$ cat config.mk
export PLATFORM = sky130hd
export DESIGN_NAME = addr_mode_decode
export DESIGN_NICKNAME = d
export VERILOG_FILES = /design/src/addr_mode_pkg.sv /design/src/addr_mode_decode.sv
export SDC_FILE = /design/constraint.sdc
export NUM_CORES = 1
export LEC_CHECK = 0
export BUFFER_PORTS_ARGS = -buffer_cell sky130_fd_sc_hd__clkbuf_2
export CORE_ASPECT_RATIO = 1.4
export CORE_MARGIN = 4
export CORE_UTILIZATION = 24
export CTS_BUF_LIST = sky130_fd_sc_hd__clkbuf_8
export DETAILED_ROUTE_END_ITERATION = 10
export GPL_TIMING_DRIVEN = 1
export SLEW_MARGIN = 0
export SYNTH_ARGS = -nofsm -noshare
export SYNTH_HDL_FRONTEND = slang
export SYNTH_SLANG_ARGS = --single-unit
$ cat constraint.sdc
create_clock -name core_clk_i -period 5.9 [get_ports core_clk_i]
set_input_delay 0 -clock core_clk_i [delete_from_list [all_inputs] [get_ports core_clk_i]]
set_output_delay 0 -clock core_clk_i [all_outputs]
set_load 0.01 [all_outputs]
$ cat src/addr_mode_pkg.sv
// Overview of operation
// RULE_01 - seventeen modes in seven groups decoded
// RULE_02 - long forms reach 64 Kbyte, more bytes
// RULE_03 - short forms stay in page zero; short indexed and short indirect indexed ea here reach up to 1FE
// RULE_04 - read-modify-write only with short forms
// RULE_05 - inherent: one byte, no operand fetch
// RULE_06 - immediate: next byte is operand value
// RULE_07 - short direct: one address byte
// RULE_08 - long direct: two address bytes
// RULE_09 - indexed address is unsigned index plus offset
// RULE_10 - no-offset indexed: index alone addresses
// RULE_11 - short indexed: one offset byte, to 1FE
// RULE_12 - long indexed: two offset bytes, 64K
// RULE_13 - indirect: pointer read from page zero
// RULE_14 - short indirect: byte pointer, page zero
// RULE_15 - long indirect: word pointer, full space
// RULE_16 - short indexed sum kept nine bits wide
package addr_mode_pkg;
  typedef enum logic [4:0] {
    M_INHERENT      = 5'h00,
    M_IMMEDIATE     = 5'h01,
    M_DIR_SHORT     = 5'h02,
    M_DIR_LONG      = 5'h03,
    M_IDX_NONE      = 5'h04,
    M_IDX_SHORT     = 5'h05,
    M_IDX_LONG      = 5'h06,
    M_IND_SHORT     = 5'h07,
    M_IND_LONG      = 5'h08,
    M_INDIDX_SHORT  = 5'h09,
    M_INDIDX_LONG   = 5'h0A,
    M_REL_DIR       = 5'h0B,
    M_REL_IND       = 5'h0C,
    M_BIT_DIR       = 5'h0D,
    M_BIT_IND       = 5'h0E,
    M_BIT_DIR_REL   = 5'h0F,
    M_BIT_IND_REL   = 5'h10
  } mode_t;
  localparam logic [4:0] MODE_COUNT = 5'h11;
  localparam logic [2:0] GROUP_COUNT = 3'h7;
  typedef enum logic [2:0] {
    G_INHERENT = 3'h0, G_IMMEDIATE = 3'h1, G_DIRECT = 3'h2, G_INDEXED = 3'h3,
    G_INDIRECT = 3'h4, G_RELATIVE = 3'h5, G_BIT = 3'h6
  } group_t;
  typedef enum logic [6:0] {
    S_IDLE  = 7'h01,
    S_OP1   = 7'h02,
    S_OP2   = 7'h04,
    S_PTR1  = 7'h08,
    S_PTR2  = 7'h10,
    S_DONE  = 7'h20,
    S_ERROR = 7'h40
  } state_t;
  localparam logic [15:0] PAGE_ZERO_TOP = 16'h00FF;
  localparam logic [15:0] SHORT_IDX_TOP = 16'h01FE;
endpackage

$ cat src/addr_mode_decode.sv
`timescale 1ns/1ns
module addr_mode_decode
  import addr_mode_pkg::*;
(
  input  wire logic        core_clk_i,
  input  wire logic        reset_i,
  input  wire logic        start_i,
  input  wire logic [4:0]  mode_i,
  input  wire logic        rmw_i,
  input  wire logic [7:0]  index_i,
  output logic             fetch_req_o,
  output logic [15:0]      fetch_addr_o,
  input  wire logic        fetch_ack_i,
  input  wire logic [7:0]  fetch_data_i,
  input  wire logic [15:0] pc_i,
  output logic [1:0]       operand_bytes_o,
  output logic [15:0]      ea_o,
  output logic [7:0]       imm_o,
  output logic             is_imm_o,
  output logic             done_o,
  output logic             illegal_o,
  output logic             busy_o
);
  state_t      state, next_state;
  mode_t       mode, next_mode;
  logic [15:0] opw, next_opw;
  logic [15:0] ptr, next_ptr;
  logic [15:0] ea, next_ea;
  logic [7:0]  imm, next_imm;
  logic        is_imm, next_is_imm;
  logic        ill, next_ill;
  logic [1:0]  nbytes, next_nbytes;

  function automatic logic [1:0] op_len(input mode_t m);
    case (m)
      M_INHERENT, M_IDX_NONE:                 op_len = 2'h0; // RULE_05 RULE_10
      M_DIR_LONG, M_IDX_LONG:                 op_len = 2'h2; // RULE_08 RULE_12
      default:                                op_len = 2'h1; // RULE_06 RULE_07 RULE_11
    endcase
  endfunction

  function automatic logic is_long(input mode_t m);
    is_long = (m == M_DIR_LONG) || (m == M_IDX_LONG) || (m == M_IND_LONG) ||
              (m == M_INDIDX_LONG); // RULE_02
  endfunction

  function automatic logic is_indirect(input mode_t m);
    is_indirect = (m == M_IND_SHORT) || (m == M_IND_LONG) || (m == M_INDIDX_SHORT) ||
                  (m == M_INDIDX_LONG) || (m == M_REL_IND) || (m == M_BIT_IND) ||
                  (m == M_BIT_IND_REL); // RULE_13
  endfunction

  function automatic logic is_indexed(input mode_t m);
    is_indexed = (m == M_IDX_NONE) || (m == M_IDX_SHORT) || (m == M_IDX_LONG) ||
                 (m == M_INDIDX_SHORT) || (m == M_INDIDX_LONG);
  endfunction

  always_comb begin
    next_state  = state;
    next_mode   = mode;
    next_opw    = opw;
    next_ptr    = ptr;
    next_ea     = ea;
    next_imm    = imm;
    next_is_imm = is_imm;
    next_ill    = ill;
    next_nbytes = nbytes;
    case (state)
      S_IDLE, S_DONE, S_ERROR: begin
        if (start_i) begin
          next_mode   = mode_t'(mode_i);
          next_opw    = 16'h0000;
          next_ptr    = 16'h0000;
          next_is_imm = 1'b0;
          next_ill    = 1'b0;
          next_nbytes = op_len(mode_t'(mode_i));
          if (mode_i >= MODE_COUNT || (rmw_i && is_long(mode_t'(mode_i)))) begin // RULE_01 RULE_04
            next_ill   = 1'b1;
            next_state = S_ERROR;
          end else if (mode_i == M_INHERENT) begin
            next_ea    = 16'h0000; // RULE_05
            next_state = S_DONE;
          end else if (mode_i == M_IDX_NONE) begin
            next_ea    = {8'h00, index_i}; // RULE_10
            next_state = S_DONE;
          end else begin
            next_state = S_OP1;
          end
        end else begin
          next_state = S_IDLE;
        end
      end
      S_OP1: begin
        if (fetch_ack_i) begin
          next_opw = {8'h00, fetch_data_i};
          if (mode == M_IMMEDIATE) begin
            next_imm    = fetch_data_i; // RULE_06
            next_is_imm = 1'b1;
            next_ea     = 16'h0000;
            next_state  = S_DONE;
          end else if (op_len(mode) == 2'h2) begin
            next_state = S_OP2;
          end else if (is_indirect(mode)) begin
            next_state = S_PTR1; // RULE_13
          end else if (mode == M_IDX_SHORT) begin
            next_ea    = {8'h00, fetch_data_i} + {8'h00, index_i}; // RULE_11 RULE_16 RULE_09
            next_state = S_DONE;
          end else begin
            next_ea    = {8'h00, fetch_data_i}; // RULE_07 RULE_03
            next_state = S_DONE;
          end
        end
      end
      S_OP2: begin
        if (fetch_ack_i) begin
          next_opw   = {opw[7:0], fetch_data_i}; // high byte first
          next_ea    = (mode == M_IDX_LONG) ? {opw[7:0], fetch_data_i} + {8'h00, index_i}
                                            : {opw[7:0], fetch_data_i}; // RULE_08 RULE_12
          next_state = S_DONE;
        end
      end
      S_PTR1: begin
        if (fetch_ack_i) begin
          next_ptr = {8'h00, fetch_data_i};
          if (is_long(mode)) begin
            next_state = S_PTR2; // RULE_15
          end else begin
            // short pointer: one byte, indexed form may cross page zero
            next_ea    = (mode == M_INDIDX_SHORT) ?
                         {8'h00, fetch_data_i} + {8'h00, index_i} :
                         {8'h00, fetch_data_i}; // RULE_14
            next_state = S_DONE;
          end
        end
      end
      S_PTR2: begin
        if (fetch_ack_i) begin
          next_ptr   = {ptr[7:0], fetch_data_i};
          next_ea    = is_indexed(mode) ? {ptr[7:0], fetch_data_i} + {8'h00, index_i}
                                        : {ptr[7:0], fetch_data_i}; // RULE_15
          next_state = S_DONE;
        end
      end
      default: begin
        next_state = S_IDLE;
      end
    endcase
  end

  always_ff @(posedge core_clk_i) begin
    if (reset_i) begin
      state  <= S_IDLE;
      mode   <= M_INHERENT;
      opw    <= 16'h0000;
      ptr    <= 16'h0000;
      ea     <= 16'h0000;
      imm    <= 8'h00;
      is_imm <= 1'b0;
      ill    <= 1'b0;
      nbytes <= 2'h0;
    end else begin
      state  <= next_state;
      mode   <= next_mode;
      opw    <= next_opw;
      ptr    <= next_ptr;
      ea     <= next_ea;
      imm    <= next_imm;
      is_imm <= next_is_imm;
      ill    <= next_ill;
      nbytes <= next_nbytes;
    end
  end

  // operand bytes come from pc onward; the pointer is read in page zero
  always_comb begin
    fetch_req_o  = 1'b0;
    fetch_addr_o = 16'h0000;
    case (state)
      S_OP1: begin
        fetch_req_o  = 1'b1;
        fetch_addr_o = pc_i;
      end
      S_OP2: begin
        fetch_req_o  = 1'b1;
        fetch_addr_o = pc_i + 16'h0001;
      end
      S_PTR1: begin
        fetch_req_o  = 1'b1;
        fetch_addr_o = {8'h00, opw[7:0]}; // RULE_13
      end
      S_PTR2: begin
        fetch_req_o  = 1'b1;
        fetch_addr_o = {8'h00, opw[7:0] + 8'h01}; // wraps inside page zero
      end
      default: begin
        fetch_req_o  = 1'b0;
        fetch_addr_o = 16'h0000;
      end
    endcase
  end

  assign ea_o            = ea;
  assign imm_o           = imm;
  assign is_imm_o        = is_imm;
  assign operand_bytes_o = nbytes;
  assign done_o          = (state == S_DONE);
  assign illegal_o       = ill;
  assign busy_o          = (state == S_OP1) || (state == S_OP2) || (state == S_PTR1) ||
                           (state == S_PTR2);
endmodule

Word-level counts from Yosys, hierarchy flattened --
Cells that the tools add are included.
Operators by class: reductions and logical operators 41, muxes and demuxes 47, add/subtract/negate cells 5, eq/ne operators 37, $lt $le $gt $ge 1
Operator list (count):
- 16-bit two-way mux | 14
- 16-bit case mux with 5 select lines | 1
- 16-bit case mux with 4 select lines | 1
- 8-bit case mux with 3 select lines | 2
- 6-bit two-way mux | 6
- 5-bit by 4-bit equality test with 1-bit output (second input constant) | 7
- 7-bit two-way mux | 5
- 16-bit by 8-bit adder with 16-bit output | 2
- 8-bit two-way mux | 4
- 5-bit by 3-bit equality test with 1-bit output (second input constant) | 6
- 7-bit case mux with 4 select lines | 1
- 1-bit logical OR | 20
- 9-bit two-way mux | 2
- 16-bit by 1-bit adder with 16-bit output (second input constant) | 1
- 2-bit != test (second input constant) | 8
- 4-bit AND reduction | 3
- 11-bit AND reduction | 1
- 5-bit by 2-bit equality test with 1-bit output (second input constant) | 2
- 5-bit zero test | 2
- 2-bit OR reduction | 5
- 8-bit by 8-bit adder with 9-bit output | 1
- 3-bit != test (second input constant) | 3
- 8-bit by 1-bit adder with 8-bit output (second input constant) | 1
- 2-bit case mux with 2 select lines | 2
- other kinds (23) | 31
Storage, ports and cells: logic and storage cells 140, input bits 42, output and inout bits 47, bits in registers 56

Depth between registers and ports, before layout --
Gate-level depths: netlist of run 1.
word-level depth 12, mapped depth 10

Least setup slack after synthesis of run 1 --
OpenSTA, ideal clock, no wires.
path type flip-flop to flip-flop, start register mode[1], end register ea[1], in the netlist ea_o[1], slack 3.769 ns, data arrival time 2.009 ns, buffers on the path 2, cell stages (with the launch flop) 10, setup time 0.122 ns, clock period less this slack 2.131 ns, path through dfxtp_1 -> clkbuf_1 -> nand3b_1 -> or2_1 -> clkbuf_1 -> a21oi_1 -> o221ai_2 -> o221ai_1 -> nor3_2 -> a311o_1
On the way: longest elaborated chain between the ends 9, elaborated cells between the ends (all ways) 50, those cells by class eq/ne (16); mux (17); reduce/logical (17)
RTL lines:
- start: declaration | RTL line addr_mode_decode.sv:25 | mode_t mode, next_mode;
- start signal: assignment | RTL line addr_mode_decode.sv:163 | mode <= next_mode;
- 5-bit by 3-bit equality test with 1-bit output (tied with other cells)
- 2-bit OR reduction or 1-bit logical OR (tied branches) | RTL line addr_mode_decode.sv:35, addr_mode_decode.sv:48
- 2-bit case mux with 2 select lines or 1-bit logical OR (tied branches) | RTL line addr_mode_decode.sv:35, addr_mode_decode.sv:48
- 2-bit two-way mux or 1-bit logical OR (tied branches) | RTL line addr_mode_decode.sv:96, addr_mode_decode.sv:48
- 2-bit two-way mux or 1-bit logical OR (tied branches) | RTL line addr_mode_decode.sv:94, addr_mode_decode.sv:49
- 2-bit two-way mux or 1-bit logical OR (tied branches) | RTL line addr_mode_decode.sv:68, addr_mode_decode.sv:49
- 2-bit equality test or 1-bit logical OR (tied branches) | RTL line addr_mode_decode.sv:101, addr_mode_decode.sv:49
- 3-bit != test (no source line)
- 11-bit AND reduction (no source line)
- end signal: assignment | RTL line addr_mode_decode.sv:166 | ea <= next_ea;
- end: declaration | RTL line addr_mode_decode.sv:28 | logic [15:0] ea, next_ea;
Parallel ways exist; a longest one is shown, timed or not. The select of a mux whose other input is x is not followed. A chain may end at the register's enable or synchronous reset.

Worst setup path after layout of run 1 --
start register state[6], end output fetch_addr_o[5]
On the way: longest elaborated chain between the ends 2, elaborated cells between the ends (all ways) 5, those cells by class eq/ne (4); mux (1)
RTL lines:
- start: declaration | RTL line addr_mode_decode.sv:24 | state_t state, next_state;
- start signal: assignment | RTL line addr_mode_decode.sv:162 | state <= next_state;
- 7-bit by 5-bit equality test with 1-bit output (tied with other cells) | RTL line addr_mode_decode.sv:178 | case (state)
- 16-bit case mux with 4 select lines * | RTL line addr_mode_decode.sv:178
- end: declaration | RTL line addr_mode_decode.sv:12 | output logic [15:0] fetch_addr_o,
Mark *: on every way between the ends. The rest lies on a longest branch, timed or not.

==> summary.md, run 1 <==
| Metric | Value |
|---|---|
| Die height | 161.7 µm |
| Avg Vias per Cell | 5.242 |
| Clock skew | 0.01364 ns |
| Post-synthesis sequential area ratio | 0.2767 |
| Highest clock rate | 0.3071 GHz |
| Routed length per placed instance | 16.09 µm |
| Top-count cell post-synth | nand2_1 |
| Non-Filler Instances | 823 |
| IO Port Bufs | 88 |
| Clk buf depth | 2 |
| Post-synth ARST share | 0 |
| Maxcap violations | 0 |
| Tightest Pin Transition | 1.073 ns |
| Fin crit share | 0.5519 |
| CP max stage delay | 0.91 ns |
| Top cell types by occurrence after synthesis | nand2_1, dfxtp_1, a21oi_1 |
| Htree depth | 2 |
| Max_slew headroom | 0.2791 |
| P&R area growth vs syn | 20.14% |
| Core footprint | 16380 µm² |
| Setup Buffers After CTS | 0 |
| Worst skew pair latency | 0.33 ns |
| Proportion of layout cells with a drive suffix above 1 | 0.1795 |
| Initial Util | 0.2474 |
| Outcome | completed |
| CP max FO | 27 |
| Synthesized area | 4051 µm² |
| Final TNS setup | 0 ns |
| RSZ-0062 raised after global routing | false |
| Residual DRC | 0 |
| Total CTS buffers | 5 |
| Clock tree root buffer cell | clkbuf_8 |
| Syn_nets | 598 |
| CP Data Required Time | 5.90 ns |
| Vias | 4314 |
| Hpwl dp | 9.873 mm |
| GRT overflow | 0 |
| Largest net degree at the start of global routing | 53 |
| Die area | 19050 µm² |
| Number of synthesized register bits | 56 |
| Power Density | 161.9 nW/µm² |
| Detail Route Antenna Nets | 0 |
| Chip width | 117.8 µm |
| Post-synth EDFFs | 0 |
| Static Leak | 1.819 nW |
| Clk slew on worst S/H paths | 0.12 ns |
| Startpoint class of the critical path | flop |
| Placement row count | 55 |
| Drt initial violations | 285 |
| Placed Cells | 800 |
| First-pass GRT wire length | 21.07 mm |
| Syn Inst Count | 545 |
| Crit path kind | flop to output port |
| Slowest CP cell | nand3_1 |
| CP Cell Sequence | nor3_1 > nand3_1 > nor4_1 > a21oi_1 > o311ai_0 > clkbuf_2 |
| GP Congestion | 0.8549 |
| Synth area leader | dfxtp_1 |
| CP arrival | 3.26 ns |
| Gr usage total | 0.1345 |
| Top FF cell, synth | dfxtp_1 |
| Period minus WS final | 3.256 ns |
| NumNets Final | 676 |
| Synth area leaders | dfxtp_1, a21oi_1, nand2_1, nand3_1, nor2_1 |
| DRT Pass-1 Iters | 5 |
| Syn Area/Cell | 7.434 µm² |
| Synth top area share | 0.2767 |
| Critical path endpoint category | output port |
| CTS tree | built |
| Clock sinks | 56 |
| Ports | 89 |
| Antenna violations before repair | 0 |
| Routed WL | 13.24 mm |
| Max VDD drop | 0.07974 mV |
| # fillers | 1819 |
| Worst Hold Class | input port to flop |
| Slew Viols, Final | 0 |
| Synth warn | 0 |
| Yosys cell types | 68 |
| Vias in the first global route | 4029 |
| Ant diodes | 0 |
| Setup-failing EPs final | 0 |
| Final Hold Viols | 0 |
-- power breakdown --
| part | switching [W] | internal (W) | total (W) |
|---|---|---|---|
| Sequential | 0.0000127 | 0.000385 | 0.000397 |
| Clock | 0.000147 | 0.0000871 | 0.000235 |
| Combinational | 0.0000917 | 0.0000642 | 0.000156 |
| Total | 0.000252 | 0.000536 | 0.000788 |
-- metal layers --
| metal | global-route usage | vias to the layer above | routed length, µm |
|---|---|---|---|
| li1 | - | 2164 | - |
| met1 | 0.1625 | 2000 | 5702 |
| met2 | 0.2421 | 127 | 6589 |
| met3 | 0.02438 | 23 | 691 |
| met4 | 0.04160 | 0 | 254 |
| met5 | 0 | - | 0 |
-- state kept, by name (all words and copies together), names as in the netlist --
name and count:
state 7, operand_bytes_o 2, imm_o 8, illegal_o 1
is_imm_o 1, opw 8, mode 5, ea_o 16
ptr 8
-- through the flow --
stage	hold slack [ns]	total power (W)	cell area [µm²]	util	setup slack, ns
4_1_cts	0.002700	0.0007998	4867	0.2972	2.669
6_report	0.002961	0.0007878	4867	0.2972	2.644
3_3_place_gp	0.2619	0.0005534	4623	0.2823	2.841
5_1_grt	0.006641	0.0008306	4867	0.2972	2.281
2_1_floorplan	0.1017	0.0005000	4051	-	3.769
3_5_place_dp	0.2623	0.0005538	4623	0.2823	2.842
-- path summary, 6_finish.rpt --
check	from	end	slack, ns	cells after the start
worst min register to register	imm_o[2]	imm_o[2]	0.46	2
worst max-delay path	state[6]	fetch_addr_o[5]	2.64	6
worst min-delay path	fetch_data_i[5]	ptr[5]	0.003	3
worst max register to register	state[6]	ea_o[13]	2.78	7
-- cells in the final DEF, fill, tap and decap left out, types with 9 or more instances in the layout --
master | netlist | routed
xor2_1 | 10 | 10
nand2b_1 | 14 | 14
a21oi_1 | 49 | 49
o22ai_1 | 9 | 9
nor2_1 | 48 | 48
clkbuf_2 | 0 | 88
dlygate4sd3_1 | 0 | 15
o221ai_1 | 9 | 9
nand3_1 | 36 | 36
nand2_1 | 65 | 65
and3_1 | 10 | 10
ha_1 | 10 | 10
a22oi_1 | 9 | 9
a22o_1 | 10 | 10
o21ai_0 | 23 | 23
dfxtp_1 | 56 | 56
nor3_1 | 14 | 14
xnor2_1 | 17 | 17
inv_1 | 11 | 11
-- final cells by class --
| type | count | area [µm²] | share of cell area |
|---|---|---|---|
| multi-input cells | 443 | 2749 | 0.5648 |
| clock buffers | 5 | 68.82 | 0.01414 |
| well taps | 199 | 249.0 | 0.05116 |
| clock inverters | 3 | 25.02 | 0.005141 |
| flip-flops and latches | 56 | 1121 | 0.2303 |
| inverters | 11 | 41.29 | 0.008483 |
| repair buffers | 106 | 613.1 | 0.1260 |
-- worst max-delay path, delay by kind of cell, from the launching register on --
family	cells	cell delay, ns
compound gates	2	0.20
simple gates	3	2.15
flops	1	0.36
buf+inv	1	0.21
-- cells by family after synthesis --
kind of cell,after synthesis,share of synthesized area
buffers and inverters,46,0.04478
DFF,56,0.2767
xor gates and xnor gates,27,0.05837
and+or+nand+nor,242,0.3107
muxes,8,0.01977
adders and majority gates,11,0.03582
AOI/OAI and AO/OA,155,0.2539
-- timing repair --
action                                 4_1_cts  5_1_grt
hold buffers                                15        0
endpoints found under the hold margin       19        0
resized for setup                            0        0
(Power assumes the default switching activity.)
==> inputs of run 2 (changes only) <==
Clock period 5.9 ns to 3.3 ns, I/O delays scaled along.
==> summary.md, run 2 (synthesized netlist as in run 1, its figures left out) <==
| Metric | Value |
|---|---|
| Total CTS buffers | 5 |
| Most common cell after layout, fill and taps aside | clkbuf_2 |
| Outcome | completed |
| Highest clock rate | 0.3895 GHz |
| CP Data Required Time | 3.30 ns |
| Final setup margin | 0.7328 ns |
| IO Port Bufs | 88 |
| CP max stage delay | 0.46 ns |
| CP arrival | 2.57 ns |
| Power Density | 286.5 nW/µm² |
| Routed WL | 12.96 mm |
| Commonest cells after routing, fill and taps aside | clkbuf_2, nand2_1, dfxtp_1 |
| Vias | 4355 |
| Core footprint | 16380 µm² |
| Crit path kind | flop to output port |
| Die area | 19050 µm² |
| Reg2reg path depth | 7 |
| Chip width | 117.8 µm |
| Post-cts sizing count | 0 |
| Max_slew headroom | 0.5068 |
| Total power | 0.001403 W |
| Routed length per placed instance | 15.65 µm |
| Static Leak | 1.845 nW |
| Critical path endpoint category | output port |
| P&R area growth vs syn | 20.88% |
| Antenna violations before repair | 0 |
| Final TNS setup | 0 ns |
| Initial Util | 0.2474 |
| GP Congestion | 0.8514 |
| Worst Hold Class | input port to flop |
| Tightest Pin Transition | 0.7364 ns |
| Startpoint class of the critical path | flop |
| Global routing's busiest layer | met2 |
| Worst skew pair latency | 0.33 ns |
| Routing usage on met3 | 0.02369 |
| Fin crit share | 0.7779 |
| Setup-failing EPs final | 0 |
| Clk slew on worst S/H paths | 0.12 ns |
| GRT overflow | 0 |
| Htree depth | 2 |
| Hold WS | 0.01077 ns |
| Crit path from | state[4] |
| Slowest CP cell | nand3_1 |
| Ant diodes | 0 |
| Vias in the first global route | 4122 |
| CTS tree | built |
| Max VDD drop | 0.1729 mV |
| Hpwl dp | 9.981 mm |
| Die height | 161.7 µm |
| Ports | 89 |
| Clock skew | 0.02261 ns |
| Hold depth | 3 |
| Detail Route Antenna Nets | 0 |
| Clock tree root buffer cell | clkbuf_8 |
| Gr usage total | 0.1342 |
| DRT Pass-1 Iters | 5 |
| Clock sinks | 56 |
| Period minus WS final | 2.567 ns |
| Proportion of layout cells with a drive suffix above 1 | 0.1908 |
| Crit path buffers/inverters | 2 |
| Place WS | 0.8039 ns |
| Critical Path Stages | 7 |
| NumNets Final | 681 |
| Slew Viols, Final | 0 |
| Avg Vias per Cell | 5.260 |
| Clk buf depth | 2 |
| CP Cell Sequence | nor2_1 > nand3_1 > buf_4 > nor4_1 > a21oi_1 > o311ai_0 > clkbuf_2 |
| Met1 Usage GRT | 0.1640 |
| Maxcap violations | 0 |
| Placed Cells | 808 |
| Final Hold Viols | 0 |
| CP max FO | 18 |
| First-pass GRT wire length | 21.22 mm |
| Residual DRC | 0 |
| Top cell family by delay on the critical path | simple AND/OR/NAND/NOR gates |
| Grt met2 use | 0.2384 |
| R2R Path Start | mode[0] |
| Hold Path Origin | fetch_data_i[6] |
| Largest net degree at the start of global routing | 35 |
| RSZ-0062 raised after global routing | false |
| Placement row count | 55 |
| Max reg flops | 16 |
| Non-Filler Instances | 828 |
| Drt initial violations | 256 |
[run 2: cell types whose count changed in the layout (fill, tap and decap cells not counted)]
| cell | previous run | this run |
|---|---|---|
| buf_4 | 3 | 11 |
| dlygate4sd3_1 | 15 | 12 |
[run 2: cell type report]
class	instances	area (µm²)
clock inverters	3	25.02
repair buffers	111	643.1
multi-input cells	443	2749
fillers	1814	11480
inverters	11	41.29
well taps	199	249.0
clock buffers	5	68.82
flip-flops and latches	56	1121
[run 2: worst paths after layout]
check / to / slack, ns
hold reg to reg: imm_o[3] / 0.47
hold / removal: opw[6] / 0.01
setup reg to reg: ea_o[1] / 0.76
setup / recovery: fetch_addr_o[5] / 0.73
[run 2: stage by stage]
| step | utilization | area (µm²) |
|---|---|---|
| floorplan | - | 4051 |
| global placement | 0.2859 | 4683 |
| detailed placement | 0.2859 | 4683 |
| CTS | 0.2990 | 4897 |
| global route | 0.2990 | 4897 |
| finish | 0.2990 | 4897 |
[run 2: worst reg2reg max path, stage by stage, from the launching register on]
cell	delay, ns
dfxtp_1	0.59
or3b_1	0.46
or3_1	0.36
o211ai_1	0.17
nor3b_4	0.45
o221ai_1	0.21
nor3_2	0.13
a311o_1	0.12
[run 2: metal layers]
layer	share of wire	routed length, µm
met1	0.43	5564
met2	0.50	6417
met3	0.059	768
met4	0.016	204
met5	0	0
[run 2: what timing repair did]
action,4_1_cts,5_1_grt
buffers inserted,0,0
hold buffers,12,0
hold endpoints to repair,15,0
[run 2: report_power, final]
part	switching (W)	leakage [nW]	internal [W]	total, W
logic	0.000164	1.35	0.000116	0.000279
clock network	0.000258	0.0452	0.000156	0.000414
registers	0.0000223	0.453	0.000688	0.000710
total	0.000444	1.85	0.000959	0.00140
==> inputs of run 3 (changes only) <==
Clock period 3.3 ns to 2.3 ns, I/O delays scaled along.
==> summary.md, run 3 (synthesized netlist as in run 1, its figures left out) <==
| Metric | Value |
|---|---|
| Power Density | 409.2 nW/µm² |
| Htree depth | 2 |
| DRT Pass-1 Iters | 4 |
| Chip width | 117.8 µm |
| Grt met2 use | 0.2586 |
| GRT overflow | 0 |
| Drt initial violations | 283 |
| Commonest cells after routing, fill and taps aside | clkbuf_2, nand2_1, buf_4 |
| Detail Route Antenna Nets | 0 |
| Maxcap violations | 0 |
| Antenna violations before repair | 0 |
| IO Port Bufs | 88 |
| Max_slew headroom | 0.6499 |
| Clock tree root buffer cell | clkbuf_8 |
| CTS tree | built |
| Clock skew | 0.006622 ns |
| Crit path kind | input port to flop |
| Routing usage on met3 | 0.01985 |
| CP max FO | 6 |
| Total CTS buffers | 5 |
| Clk buf depth | 2 |
| Ant diodes | 0 |
| CP arrival | 2.50 ns |
| Worst skew pair latency | 0.32 ns |
| Avg Vias per Cell | 5.123 |
| Static Leak | 2.137 nW |
| Clk slew on worst S/H paths | 0.10 ns |
| Final Hold Viols | 0 |
| CP Cell Sequence | dlygate4sd3_1 > clkbuf_2 > inv_1 > fa_1 > nand2b_1 > a21o_1 > a21o_1 > nor4_2 > xnor2_1 > o22ai_1 > a22o_1 |
| Routed WL | 13.95 mm |
| NumNets Final | 730 |
| Initial Util | 0.2474 |
| Routed length per placed instance | 15.90 µm |
| Met1 Usage GRT | 0.1740 |
| Highest clock rate | 0.4399 GHz |
| Worst R2R Setup Slack | 0.11 ns |
| Ports | 89 |
| Max reg flops | 16 |
| First-pass GRT wire length | 22.34 mm |
| Hold depth | 3 |
| Clock sinks | 56 |
| Slew Viols, Final | 0 |
| # fillers | 1745 |
| Core footprint | 16380 µm² |
| Most common cell after layout, fill and taps aside | clkbuf_2 |
| Top cell family by delay on the critical path | compound AO/OA/AOI/OAI gates |
| CP Data Required Time | 2.53 ns |
| Worst Hold End | mode[3] |
| Proportion of layout cells with a drive suffix above 1 | 0.2847 |
| Reg2reg path depth | 7 |
| Slowest CP cell | dlygate4sd3_1 |
| Period minus WS final | 2.273 ns |
| Vias in the first global route | 4287 |
| Startpoint class of the critical path | input port |
| Crit path buffers/inverters | 3 |
| CP max stage delay | 0.52 ns |
| Tightest Pin Transition | 0.5203 ns |
| P&R area growth vs syn | 34.65% |
| RSZ-0062 raised after global routing | true |
| Die area | 19050 µm² |
| Die height | 161.7 µm |
| Global routing's busiest layer | met2 |
| GP Congestion | 0.9157 |
| Critical Path Most Common Cell | a21o_1 |
| Vias | 4493 |
| Largest net degree at the start of global routing | 31 |
| R2R Path Start | mode[1] |
| Placement row count | 55 |
| Hold Path Origin | mode_i[3] |
| Gr usage total | 0.1415 |
| Post-layout util | 0.3331 |
| Critical path endpoint category | flop |
| Worst Hold Class | input port to flop |
| Outcome | completed |
| Max VDD drop | 0.1962 mV |
| Residual DRC | 0 |
| R2r endpoint | ea_o[1] |
| Hpwl dp | 10.73 mm |
| Non-Filler Instances | 877 |
| Fin crit share | 0.9885 |
| Placed Cells | 857 |
| Setup-failing EPs final | 0 |
-- run 3: cell types whose count changed in the layout (fill, tap and decap cells not counted), sizes merged --
cell	delta
bufinv	+1
inv	-2
dlygate4sd3	-1
buf	+52
clkinvlp	-1
-- run 3: area by class of cell --
type / count / area (µm²) / area share
timing repair buffer: 160 / 1037 / 0.1901
inverter: 11 / 41.29 / 0.007569
clock buffer: 7 / 96.34 / 0.01766
multi-input combinational: 443 / 2872 / 0.5264
clock inverter: 1 / 30.03 / 0.005505
sequential: 56 / 1130 / 0.2071
tap: 199 / 249.0 / 0.04564
-- run 3: tightest hold or removal path, cell delays in order --
cell and delay, ns:
clkbuf_2 0.14, mux2i_1 0.08, nor2_1 0.08
-- run 3: worst max path at each step --
stage | from | to | slack, ns | depth (start not counted)
3_5_place_dp | mode[1] | ea_o[13] | 0.004 | 8
2_1_floorplan | mode[1] | ea_o[1] | 0.17 | 9
4_1_cts | mode[0] | ea_o[13] | 0.007 | 8
5_1_grt | index_i[1] | ea_o[14] | -0.06 | 11
3_3_place_gp | mode[1] | ea_o[13] | 0.04 | 8
6_report | index_i[1] | ea_o[14] | 0.03 | 11
-- run 3: report_power, final --
group | internal (W) | switching, W
combinational | 0.000223 | 0.000271
clock | 0.000385 | 0.000344
sequential | 0.000988 | 0.0000227
-- run 3: through the flow --
stage	power [W]	cell area (µm²)	hold WS (ns)	setup TNS [ns]	setup slack (ns)
6_report	0.002233	5455	0.02092	0	0.02653
5_1_grt	0.002340	5455	0.01703	-0.1377	-0.05714
4_1_cts	0.002231	5314	0.01540	0	0.007331
3_5_place_dp	0.001483	5076	0.2659	0	0.003698
3_3_place_gp	0.001482	5076	0.2641	0	0.04096
2_1_floorplan	0.001283	4051	0.1017	0	0.1694
-- run 3: timing repair --
action	CTS	global route
pin swaps	0	4
endpoints found under the hold margin	11	0
endpoints found under the setup margin	1	18
hold buffers	11	0
gates resized for setup	1	30
setup buffers	0	1
-- run 3: metal layers --
layer | part of all wire | vias up | routed length (µm)
met5 | 0 | - | 0
li1 | - | 2266 | -
met3 | 0.060 | 12 | 833
met1 | 0.44 | 2088 | 6075
met2 | 0.49 | 127 | 6816
met4 | 0.016 | 0 | 222
